File: src/common/trip_pkg.sv
/*
  shared constants for the four-division trip and voting logic: timing,
  register map of the bus slave, status and cause field positions.
  assumes a single 40 MHz logic clock.
*/
`default_nettype none
package trip_pkg;

  localparam int NUM_DIV = 4;
  localparam int CLK_HZ = 40_000_000;
  localparam int RESET_DELAY_S = 10;
  localparam longint RESET_DELAY_CYCLES = longint'(RESET_DELAY_S) * longint'(CLK_HZ);
  localparam int RESPONSE_MAX_MS = 30;
  localparam longint RESPONSE_MAX_CYCLES = longint'(RESPONSE_MAX_MS) * longint'(CLK_HZ) / 1000;
  localparam int TIMER_W = 29;
  typedef logic [TIMER_W-1:0] timer_type;

  // bus map
  localparam int ADDR_W = 4;
  localparam logic [3:0] ADDR_STATUS = 4'h0;
  localparam logic [3:0] ADDR_CAUSE = 4'h4;
  localparam logic [3:0] ADDR_TEST = 4'h8;
  localparam logic [3:0] ADDR_TIMER = 4'hc;
  localparam logic [1:0] RESP_OKAY = 2'h0;
  localparam logic [1:0] RESP_SLVERR = 2'h2;
  localparam logic [3:0] TEST_RESET = 4'h0;

  // status fields
  localparam int ST_LATCH = 0;
  localparam int ST_ACT = 4;
  localparam int ST_SOLENOID = 8;
  localparam int ST_DELAY_DONE = 9;
  localparam int ST_AUTO_SEEN = 10;
  localparam int ST_PERMIT = 11;

  // cause fields, four channel bits each
  localparam int CA_STOP = 0;
  localparam int CA_OIL = 4;
  localparam int CA_LINE = 8;
  localparam int CA_LEVEL = 12;
  localparam int CA_DRYWELL = 16;
  localparam int CA_MANUAL = 20;
  localparam int CA_MODE = 24;

  typedef enum logic [1:0] {
    WR_IDLE = 2'b00,
    WR_RESP = 2'b01
  } wr_state_type;

  function automatic logic vote2(input logic [3:0] v);
    vote2 = (v[0] & (v[1] | v[2] | v[3])) | (v[1] & (v[2] | v[3])) | (v[2] & v[3]);
  endfunction : vote2

endpackage : trip_pkg
`default_nettype wire

File: src/protection_logic_top.sv
/*
  four-division trip logic with seal-in, two-out-of-four actuator voting,
  reset interlock and an AXI4-Lite slave for status, causes and test trips.
  assumes contact inputs are synchronous-slow and healthy-high (fail-safe).
*/
`timescale 1ns/100ps
`default_nettype none
module protection_logic_top #(
  parameter trip_pkg::timer_type RESET_DELAY_CYCLES = trip_pkg::timer_type'(trip_pkg::RESET_DELAY_CYCLES),
  parameter longint RESPONSE_MAX_CYCLES = trip_pkg::RESPONSE_MAX_CYCLES
) (
  // clock and reset
  input wire logic clk,
  input wire logic nrst,
  input wire logic clk_en,
  // axi4-lite write
  input wire logic [trip_pkg::ADDR_W-1:0] s_axi_awaddr,
  input wire logic s_axi_awvalid,
  output logic s_axi_awready,
  input wire logic [31:0] s_axi_wdata,
  input wire logic [3:0] s_axi_wstrb,
  input wire logic s_axi_wvalid,
  output logic s_axi_wready,
  output logic [1:0] s_axi_bresp,
  output logic s_axi_bvalid,
  input wire logic s_axi_bready,
  // axi4-lite read
  input wire logic [trip_pkg::ADDR_W-1:0] s_axi_araddr,
  input wire logic s_axi_arvalid,
  output logic s_axi_arready,
  output logic [31:0] s_axi_rdata,
  output logic [1:0] s_axi_rresp,
  output logic s_axi_rvalid,
  input wire logic s_axi_rready,
  // plant contacts, high when healthy
  input wire logic [3:0] stop_valve_open,
  input wire logic [3:0] oil_pressure_ok,
  input wire logic line_a_inner_position,
  input wire logic line_a_outer_position,
  input wire logic line_b_inner_position,
  input wire logic line_b_outer_position,
  input wire logic line_c_inner_position,
  input wire logic line_c_outer_position,
  input wire logic line_d_inner_position,
  input wire logic line_d_outer_position,
  input wire logic [3:0] level_switch_ok,
  input wire logic [3:0] level_unit_ok,
  input wire logic [3:0] drywell_pressure_ok,
  // operator switches
  input wire logic [3:0] manual_button_ok,
  input wire logic [3:0] mode_run_ok,
  input wire logic [3:0] reset_switch,
  // trip outputs
  output logic [3:0] division_trip,
  output logic [3:0] actuator_trip,
  output logic solenoid_power
);

  localparam int NSYNC = 36;

  logic [NSYNC-1:0] plant_sync;
  logic [3:0] reset_sync;
  logic [3:0] stop_t, oil_t, line_t, level_t, dry_t, man_t, mode_t;
  logic stop_vote, line_vote, dry_vote, coincident;
  logic [3:0] div_auto, div_manual, div_raw;
  logic [3:0] latch_reg, latch_next, raw_reg;
  logic [3:0] act_next;
  logic auto_seen_reg, auto_seen_next;
  logic reset_permit, delay_done, delay_restart;
  trip_pkg::timer_type delay_count;
  logic [3:0] test_reg;

  // open or de-energised contacts read low and therefore as trips
  input_sync #(.W(NSYNC), .RESET_VAL({NSYNC{1'b1}})) u_plant_sync (
    .clk(clk),
    .nrst(nrst),
    .clk_en(clk_en),
    .din({mode_run_ok, manual_button_ok, drywell_pressure_ok, level_unit_ok, level_switch_ok,
          line_d_outer_position, line_d_inner_position, line_c_outer_position, line_c_inner_position,
          line_b_outer_position, line_b_inner_position, line_a_outer_position, line_a_inner_position,
          oil_pressure_ok, stop_valve_open}),
    .dout(plant_sync)
  );

  input_sync #(.W(4), .RESET_VAL(4'h0)) u_reset_sync (
    .clk(clk),
    .nrst(nrst),
    .clk_en(clk_en),
    .din(reset_switch),
    .dout(reset_sync)
  );

  // channel trips, index = channel = division
  assign stop_t = ~plant_sync[3:0];
  assign oil_t = ~plant_sync[7:4];
  assign line_t[0] = ~plant_sync[8] | ~plant_sync[9];
  assign line_t[1] = ~plant_sync[10] | ~plant_sync[11];
  assign line_t[2] = ~plant_sync[12] | ~plant_sync[13];
  assign line_t[3] = ~plant_sync[14] | ~plant_sync[15];
  assign level_t = ~plant_sync[19:16] | ~plant_sync[23:20];
  assign dry_t = ~plant_sync[27:24];
  assign man_t = ~plant_sync[31:28];
  assign mode_t = ~plant_sync[35:32];

  // coincident variables vote across channels in every division
  assign stop_vote = trip_pkg::vote2(stop_t);
  assign line_vote = trip_pkg::vote2(line_t);
  assign dry_vote = trip_pkg::vote2(dry_t);
  assign coincident = stop_vote | line_vote | dry_vote;

  // non-coincident variables act on their own division only
  assign div_auto = {4{coincident}} | oil_t | level_t | mode_t;
  // buttons trip only their division; the actuator vote makes it two of four
  assign div_manual = man_t | test_reg;
  assign div_raw = div_auto | div_manual;

  assign delay_restart = |(div_raw & ~raw_reg);

  reset_delay_timer #(.DELAY_CYCLES(RESET_DELAY_CYCLES)) u_delay (
    .clk(clk),
    .nrst(nrst),
    .clk_en(clk_en),
    .restart(delay_restart),
    .done(delay_done),
    .count(delay_count)
  );

  // all four switches, causes gone (level included), hold-off over unless manual-only
  assign reset_permit = (&reset_sync) & ~(|div_raw) & (delay_done | ~auto_seen_reg);

  // a new trip in the reset cycle wins over the reset
  assign latch_next = div_raw | (latch_reg & ~(reset_sync & {4{reset_permit}}));

  assign auto_seen_next = (|div_auto) | (auto_seen_reg & (|latch_next));

  assign act_next = {4{trip_pkg::vote2(latch_next)}};

  always_ff @(posedge clk or negedge nrst) begin
    if (!nrst) begin
      latch_reg <= 4'h0;
      raw_reg <= 4'h0;
      auto_seen_reg <= 1'b0;
      actuator_trip <= 4'h0;
      solenoid_power <= 1'b1;
    end else if (clk_en) begin
      latch_reg <= latch_next;
      raw_reg <= div_raw;
      auto_seen_reg <= auto_seen_next;
      actuator_trip <= act_next;
      solenoid_power <= ~trip_pkg::vote2(act_next);
    end
  end

  assign division_trip = latch_reg;

  // bus slave: address and data taken in either order, then one response
  trip_pkg::wr_state_type wr_state_reg, wr_state_next;
  logic aw_have_reg, w_have_reg;
  logic [trip_pkg::ADDR_W-1:0] awaddr_reg, araddr_word;
  logic [31:0] wdata_reg;
  logic [3:0] wstrb_reg;
  logic aw_take, w_take, wr_fire, ar_take, wr_hit, rd_hit;
  logic [31:0] status_word, cause_word, rd_word;

  assign s_axi_awready = ~aw_have_reg & (wr_state_reg == trip_pkg::WR_IDLE);
  assign s_axi_wready = ~w_have_reg & (wr_state_reg == trip_pkg::WR_IDLE);
  assign aw_take = s_axi_awvalid & s_axi_awready;
  assign w_take = s_axi_wvalid & s_axi_wready;
  assign wr_fire = (aw_have_reg | aw_take) & (w_have_reg | w_take) & (wr_state_reg == trip_pkg::WR_IDLE);
  logic [trip_pkg::ADDR_W-1:0] wr_addr;
  logic [31:0] wr_data;
  logic [3:0] wr_strb;
  assign wr_addr = aw_have_reg ? awaddr_reg : s_axi_awaddr;
  assign wr_data = w_have_reg ? wdata_reg : s_axi_wdata;
  assign wr_strb = w_have_reg ? wstrb_reg : s_axi_wstrb;
  assign wr_hit = (wr_addr == trip_pkg::ADDR_TEST);
  assign wr_state_next = wr_fire ? trip_pkg::WR_RESP :
                         ((s_axi_bready & s_axi_bvalid) ? trip_pkg::WR_IDLE : wr_state_reg);
  assign s_axi_bvalid = (wr_state_reg == trip_pkg::WR_RESP);

  always_ff @(posedge clk or negedge nrst) begin
    if (!nrst) begin
      wr_state_reg <= trip_pkg::WR_IDLE;
      aw_have_reg <= 1'b0;
      w_have_reg <= 1'b0;
      awaddr_reg <= '0;
      wdata_reg <= 32'h0;
      wstrb_reg <= 4'h0;
      s_axi_bresp <= trip_pkg::RESP_OKAY;
      test_reg <= trip_pkg::TEST_RESET;
    end else if (clk_en) begin
      wr_state_reg <= wr_state_next;
      aw_have_reg <= (aw_have_reg | aw_take) & ~wr_fire;
      w_have_reg <= (w_have_reg | w_take) & ~wr_fire;
      if (aw_take) begin
        awaddr_reg <= s_axi_awaddr;
      end
      if (w_take) begin
        wdata_reg <= s_axi_wdata;
        wstrb_reg <= s_axi_wstrb;
      end
      if (wr_fire) begin
        s_axi_bresp <= wr_hit ? trip_pkg::RESP_OKAY : trip_pkg::RESP_SLVERR;
        if (wr_hit && wr_strb[0]) begin
          test_reg <= wr_data[3:0];
        end
      end
    end
  end

  // read side: one word in flight, answered the cycle after it is taken
  assign s_axi_arready = ~s_axi_rvalid;
  assign ar_take = s_axi_arvalid & s_axi_arready;
  assign araddr_word = s_axi_araddr;
  assign status_word = {20'h0, reset_permit, auto_seen_reg, delay_done, solenoid_power, actuator_trip, latch_reg};
  assign cause_word = {4'h0, mode_t, man_t, dry_t, level_t, line_t, oil_t, stop_t};
  assign rd_hit = (araddr_word == trip_pkg::ADDR_STATUS) | (araddr_word == trip_pkg::ADDR_CAUSE) |
                  (araddr_word == trip_pkg::ADDR_TEST) | (araddr_word == trip_pkg::ADDR_TIMER);
  assign rd_word = (araddr_word == trip_pkg::ADDR_STATUS) ? status_word :
                   (araddr_word == trip_pkg::ADDR_CAUSE) ? cause_word :
                   (araddr_word == trip_pkg::ADDR_TEST) ? {28'h0, test_reg} :
                   (araddr_word == trip_pkg::ADDR_TIMER) ? {3'h0, delay_count} : 32'h0;

  always_ff @(posedge clk or negedge nrst) begin
    if (!nrst) begin
      s_axi_rvalid <= 1'b0;
      s_axi_rdata <= 32'h0;
      s_axi_rresp <= trip_pkg::RESP_OKAY;
    end else if (clk_en) begin
      if (ar_take) begin
        s_axi_rvalid <= 1'b1;
        s_axi_rdata <= rd_word;
        s_axi_rresp <= rd_hit ? trip_pkg::RESP_OKAY : trip_pkg::RESP_SLVERR;
      end else if (s_axi_rready) begin
        s_axi_rvalid <= 1'b0;
      end
    end
  end
endmodule : protection_logic_top
`default_nettype wire

File: src/input_sync.sv
/*
  two-flop synchroniser for a vector of slow contact inputs.
  assumes inputs change slowly compared with the clock.
*/
`timescale 1ns/100ps
`default_nettype none
module input_sync #(
  parameter int W = 4,
  parameter logic [W-1:0] RESET_VAL = '0
) (
  // clock and reset
  input wire logic clk,
  input wire logic nrst,
  input wire logic clk_en,
  // data
  input wire logic [W-1:0] din,
  output logic [W-1:0] dout
);

  logic [W-1:0] meta_reg;
  logic [W-1:0] sync_reg;

  // first stage feeds only the second
  always_ff @(posedge clk or negedge nrst) begin
    if (!nrst) begin
      meta_reg <= RESET_VAL;
      sync_reg <= RESET_VAL;
    end else if (clk_en) begin
      meta_reg <= din;
      sync_reg <= meta_reg;
    end
  end

  assign dout = sync_reg;

endmodule : input_sync
`default_nettype wire

File: src/reset_delay_timer.sv
/*
  saturating up-counter timing the hold-off before a reset is honoured.
  assumes restart is a single-cycle event from the trip logic.
*/
`timescale 1ns/100ps
`default_nettype none
module reset_delay_timer #(
  parameter trip_pkg::timer_type DELAY_CYCLES = trip_pkg::timer_type'(trip_pkg::RESET_DELAY_CYCLES)
) (
  // clock and reset
  input wire logic clk,
  input wire logic nrst,
  input wire logic clk_en,
  // control
  input wire logic restart,
  output logic done,
  output trip_pkg::timer_type count
);

  trip_pkg::timer_type count_reg;
  trip_pkg::timer_type count_next;

  assign done = (count_reg >= DELAY_CYCLES);
  // saturates so a long wait never wraps back into the hold-off
  assign count_next = restart ? '0 : (done ? count_reg : count_reg + 1'b1);
  assign count = count_reg;

  always_ff @(posedge clk or negedge nrst) begin
    if (!nrst) begin
      count_reg <= '0;
    end else if (clk_en) begin
      count_reg <= count_next;
    end
  end

endmodule : reset_delay_timer
`default_nettype wire

File: config.mk
export PLATFORM = sky130hd
export DESIGN_NAME = protection_logic_top
export DESIGN_NICKNAME = d
export VERILOG_FILES = /design/src/common/trip_pkg.sv /design/src/protection_logic_top.sv /design/src/input_sync.sv /design/src/reset_delay_timer.sv
export SDC_FILE = /design/constraint.sdc
export NUM_CORES = 1
export LEC_CHECK = 0
export BUFFER_PORTS_ARGS = -buffer_cell sky130_fd_sc_hd__buf_2
export CAP_MARGIN = 20
export CORE_MARGIN = 10
export CORE_UTILIZATION = 50
export CTS_CLUSTER_DIAMETER = 50
export DETAILED_ROUTE_END_ITERATION = 8
export PLACE_DENSITY = 0.73
export SYNTH_ARGS = -nofsm -noshare
export SYNTH_HDL_FRONTEND = slang
export SYNTH_SLANG_ARGS = --single-unit
File: constraint.sdc
create_clock -name clk -period 2.5 [get_ports clk]
set_clock_uncertainty 0.05 [all_clocks]
set_input_delay 0.5 -clock clk [delete_from_list [all_inputs] [get_ports clk]]
set_output_delay 0.5 -clock clk [all_outputs]
set_load 0.05 [all_outputs]
==> impl_results.md <==
- Status: complete, but fails checks
- Violated checks: negative setup slack
- R2r worst-path depth: 6
- Final worst slack: -0.0164 ns
- Via/cell ratio: 5.96
- Vias: 6177
- Antenna violation net count after detailed routing: 0
- CP arrival: 2.82 ns
- Cell Rows: 45
- Antenna diodes: 0
- Initial Util: 51.2%
- Die span in x: 145 um
- CTS root buffer: clkbuf_16
- Number of I/O port buffers: 105
- Post-Synthesis Cell Area: 7780 sq um
- Crit path kind: reg2reg
- Core area: 15200 sq um
- Vias in the first global route: 6189
- FF+latch count, synth: 168
- Post-synthesis mux area share: 14.7%
- Top Family by Delay on Critical Path: simple AND/OR/NAND/NOR gates
- R2R Path Start: u_delay.count[11]
- Min Clock Period, post-route: 2.52 ns
- Largest net degree at the start of global routing: 88
- Total wire length: 20500 um
- Initial antenna violation count: 0
- Peak Freq: 0.397 GHz
- Final net count: 929
- Min-delay worst type: in2async
- Clk buf depth: 2
- Worst Path Buf+Inv: 0
- Number of library cell types mapped by synthesis: 49
- Routed len/inst: 19.7 um
- Synth Area in XOR/XNOR: 1.01%
- Worst skew pair latency: 0.43 ns
- Area growth syn-to-layout: 21.2%
- Num CTS Buffers: 17
- Final count of negative-setup-slack endpoints: 2
- Most common cell after layout, fill and taps aside: buf_2
- Routed wl met3: 1320 um
- Mean Syn Cell Area: 11.0 sq um
- Remaining DRCs: 0
- Most frequent cells in the layout: 104 x buf_2, 101 x mux2_2, 95 x dfrtp_1
- Max IR drop VDD: 0.000647 V
- Die area: 20900 sq um
- Simple-gate area share of the yosys netlist: 13.1%
- H-Tree Depth: 4
- Fill cells: 1223
- Gr ovfl total: 0
- Number of max-cap violations: 0
- Total power: 7780 uW
- Slew margin rel.: 55.4%
- Critical Path Max Stage Delay: 0.52 ns
- M1 wire length: 8630 um
- Synth Area in Compound Gates: 11.8%
- CTS tree: yes
- Number of synthesized flops with an enable pin: 0
- HPWL after DPL: 14600 um
- Wire length of the first global-routing pass: 31900 um
- Ys async rst share: 100%
- CTS sink count: 168
- Leak: 0.00397 uW
- Post-route core utilization: 62.0%
- Crit path launch: u_delay.count[11]
- Initial DRC count: 515
- Yosys warnings: 0
- Slowest-stage cell, CP: or4_1
- GP Congestion: 0.896
- Top_reg_cell synth: dfrtp_1
- Wire length on met2: 9750 um
- CP max FO: 6
- Top Metal Used: met4
- Worst setup EP type: flip-flop
- Max Slew Vio Count: 0
- Final-report hold violation count: 0
- Worst Path Required: 2.80 ns
- CP Depth: 6
- GRT Total Usage: 19.5%
- I/O pin total: 142
- First-pass detailed-route iteration total: 5
- Measured slew at the worst slew-check pin: 0.667 ns
- Post-synthesis adder-cell area fraction: 0.322%
- CP startpoint kind: flip-flop
- Cells after Synth: 705
- Power density over the cells: 825 nW/um^2
- Seq/Total Area, Yosys: 55.2%
- Fin crit share: 101%
- Die Span Y: 145 um
- RSZ-0062 raised after global routing: true
- Layout cells sized above 1: 44.0%
- Largest family of logic cells by synthesized area: multiplexers
- Final setup TNS: -0.0316 ns
- Worst-path clk slew: 0.06 ns
- Worst path cell trace: or4_1 -> o2111a_2 -> o21a_1 -> or3_4 -> or4_4 -> a21oi_2
[layer usage]
layer	vias to the layer above	global-route usage, %
met2	255	30.8
met1	3055	25.1
li1	2808	-
met4	0	9.15
met3	59	4.30
met5	-	0
[through the flow]
| stage | std cells | hold WS (ns) | cell area, sq um | setup WS (ns) |
|---|---|---|---|---|
| 2_1_floorplan | 709 | 0.154 | 7790 | -0.0951 |
| 3_3_place_gp | 998 | 0.413 | 8700 | -0.00478 |
| 3_5_place_dp | 998 | 0.416 | 8700 | -0.0723 |
| 4_1_cts | 1031 | 0.0436 | 9340 | -0.0166 |
| 5_1_grt | 1036 | 0.0659 | 9430 | -0.0799 |
| 6_report | 1036 | 0.0284 | 9430 | -0.0164 |
[cell families after synthesis]
group	Yosys count
other	1
XOR/XNOR	9
adder cells (fa/ha/maj)	2
AO/OA/AOI/OAI	152
multiplexers	102
flip-flops	168
AND/OR/NAND/NOR	206
buffers and inverters	65
[final timing paths]
path                                             to  slack [ns]
max in group asynchronous     u_plant_sync.dout[21]        1.62
setup reg to reg                  u_delay.count[26]       -0.02
min in group clk           u_reset_sync.meta_reg[2]        0.25
hold reg to reg                      s_axi_rdata[7]        0.42
setup / recovery                  u_delay.count[26]       -0.02
hold / removal                    u_delay.count[17]        0.03
[where the power goes]
| part | switching (uW) | total, uW | internal (uW) |
|---|---|---|---|
| clock network | 1060 | 2740 | 1680 |
| registers | 323 | 3530 | 3210 |
| logic | 910 | 1510 | 597 |
| total | 2300 | 7780 | 5480 |
[cell type report]
cell class / instances / area [sq um] / area share [%]
clock buffers: 21 / 440 / 4.67
clock inverters: 11 / 175 / 1.86
inverters: 19 / 71.3 / 0.756
multi-input cells: 477 / 3270 / 34.7
flip-flops and latches: 168 / 4300 / 45.6
well taps: 188 / 235 / 2.50
repair buffers: 152 / 942 / 9.99
[timing repair]
item / in CTS / in global routing
resized for setup: 3 / 16
cloned: 0 / 2
setup buffers: 1 / 3
hold buffers: 0 / 0
setup endpoints to repair: 8 / 17
pin swaps: 0 / 6
[synthesized netlist by cell type, types with 3 or more instances]
| library cell | instances | area share [%] |
|---|---|---|
| or3_1 | 5 | 0.40 |
| nand3_1 | 13 | 0.84 |
| a41oi_1 | 4 | 0.45 |
| a22oi_1 | 3 | 0.29 |
| nor4_1 | 12 | 0.96 |
| nor3_1 | 4 | 0.26 |
| o21a_1 | 3 | 0.29 |
| dfstp_2 | 73 | 25 |
| nand4_1 | 15 | 1.2 |
| clkbuf_1 | 24 | 1.2 |
| buf_6 | 3 | 0.43 |
| and3_1 | 3 | 0.24 |
| buf_4 | 8 | 0.77 |
| o31ai_1 | 13 | 1.3 |
| buf_1 | 11 | 0.53 |
| a31oi_1 | 9 | 0.72 |
| or4_1 | 13 | 1.3 |
| o211ai_1 | 5 | 0.48 |
| o21ai_0 | 38 | 2.4 |
| nor2_1 | 54 | 2.6 |
| mux2_2 | 101 | 15 |
| inv_1 | 19 | 0.92 |
| a221oi_1 | 5 | 0.56 |
| a21oi_1 | 56 | 3.6 |
| dfrtp_1 | 95 | 31 |
| nor4b_1 | 4 | 0.45 |
| a22o_1 | 5 | 0.56 |
| nand2_1 | 64 | 3.1 |
| nand2b_1 | 7 | 0.56 |
| xnor2_1 | 8 | 0.90 |
| nor3b_1 | 5 | 0.48 |
[worst register-to-register path, cell delays in order, from the launching register on]
cell and delay [ns]:
dfrtp_1 0.38, or4_1 0.52, o2111a_2 0.31, o21a_1 0.22
or3_4 0.39, or4_4 0.43, a21oi_2 0.14
Note: power is estimated with default switching activity, not from simulation.
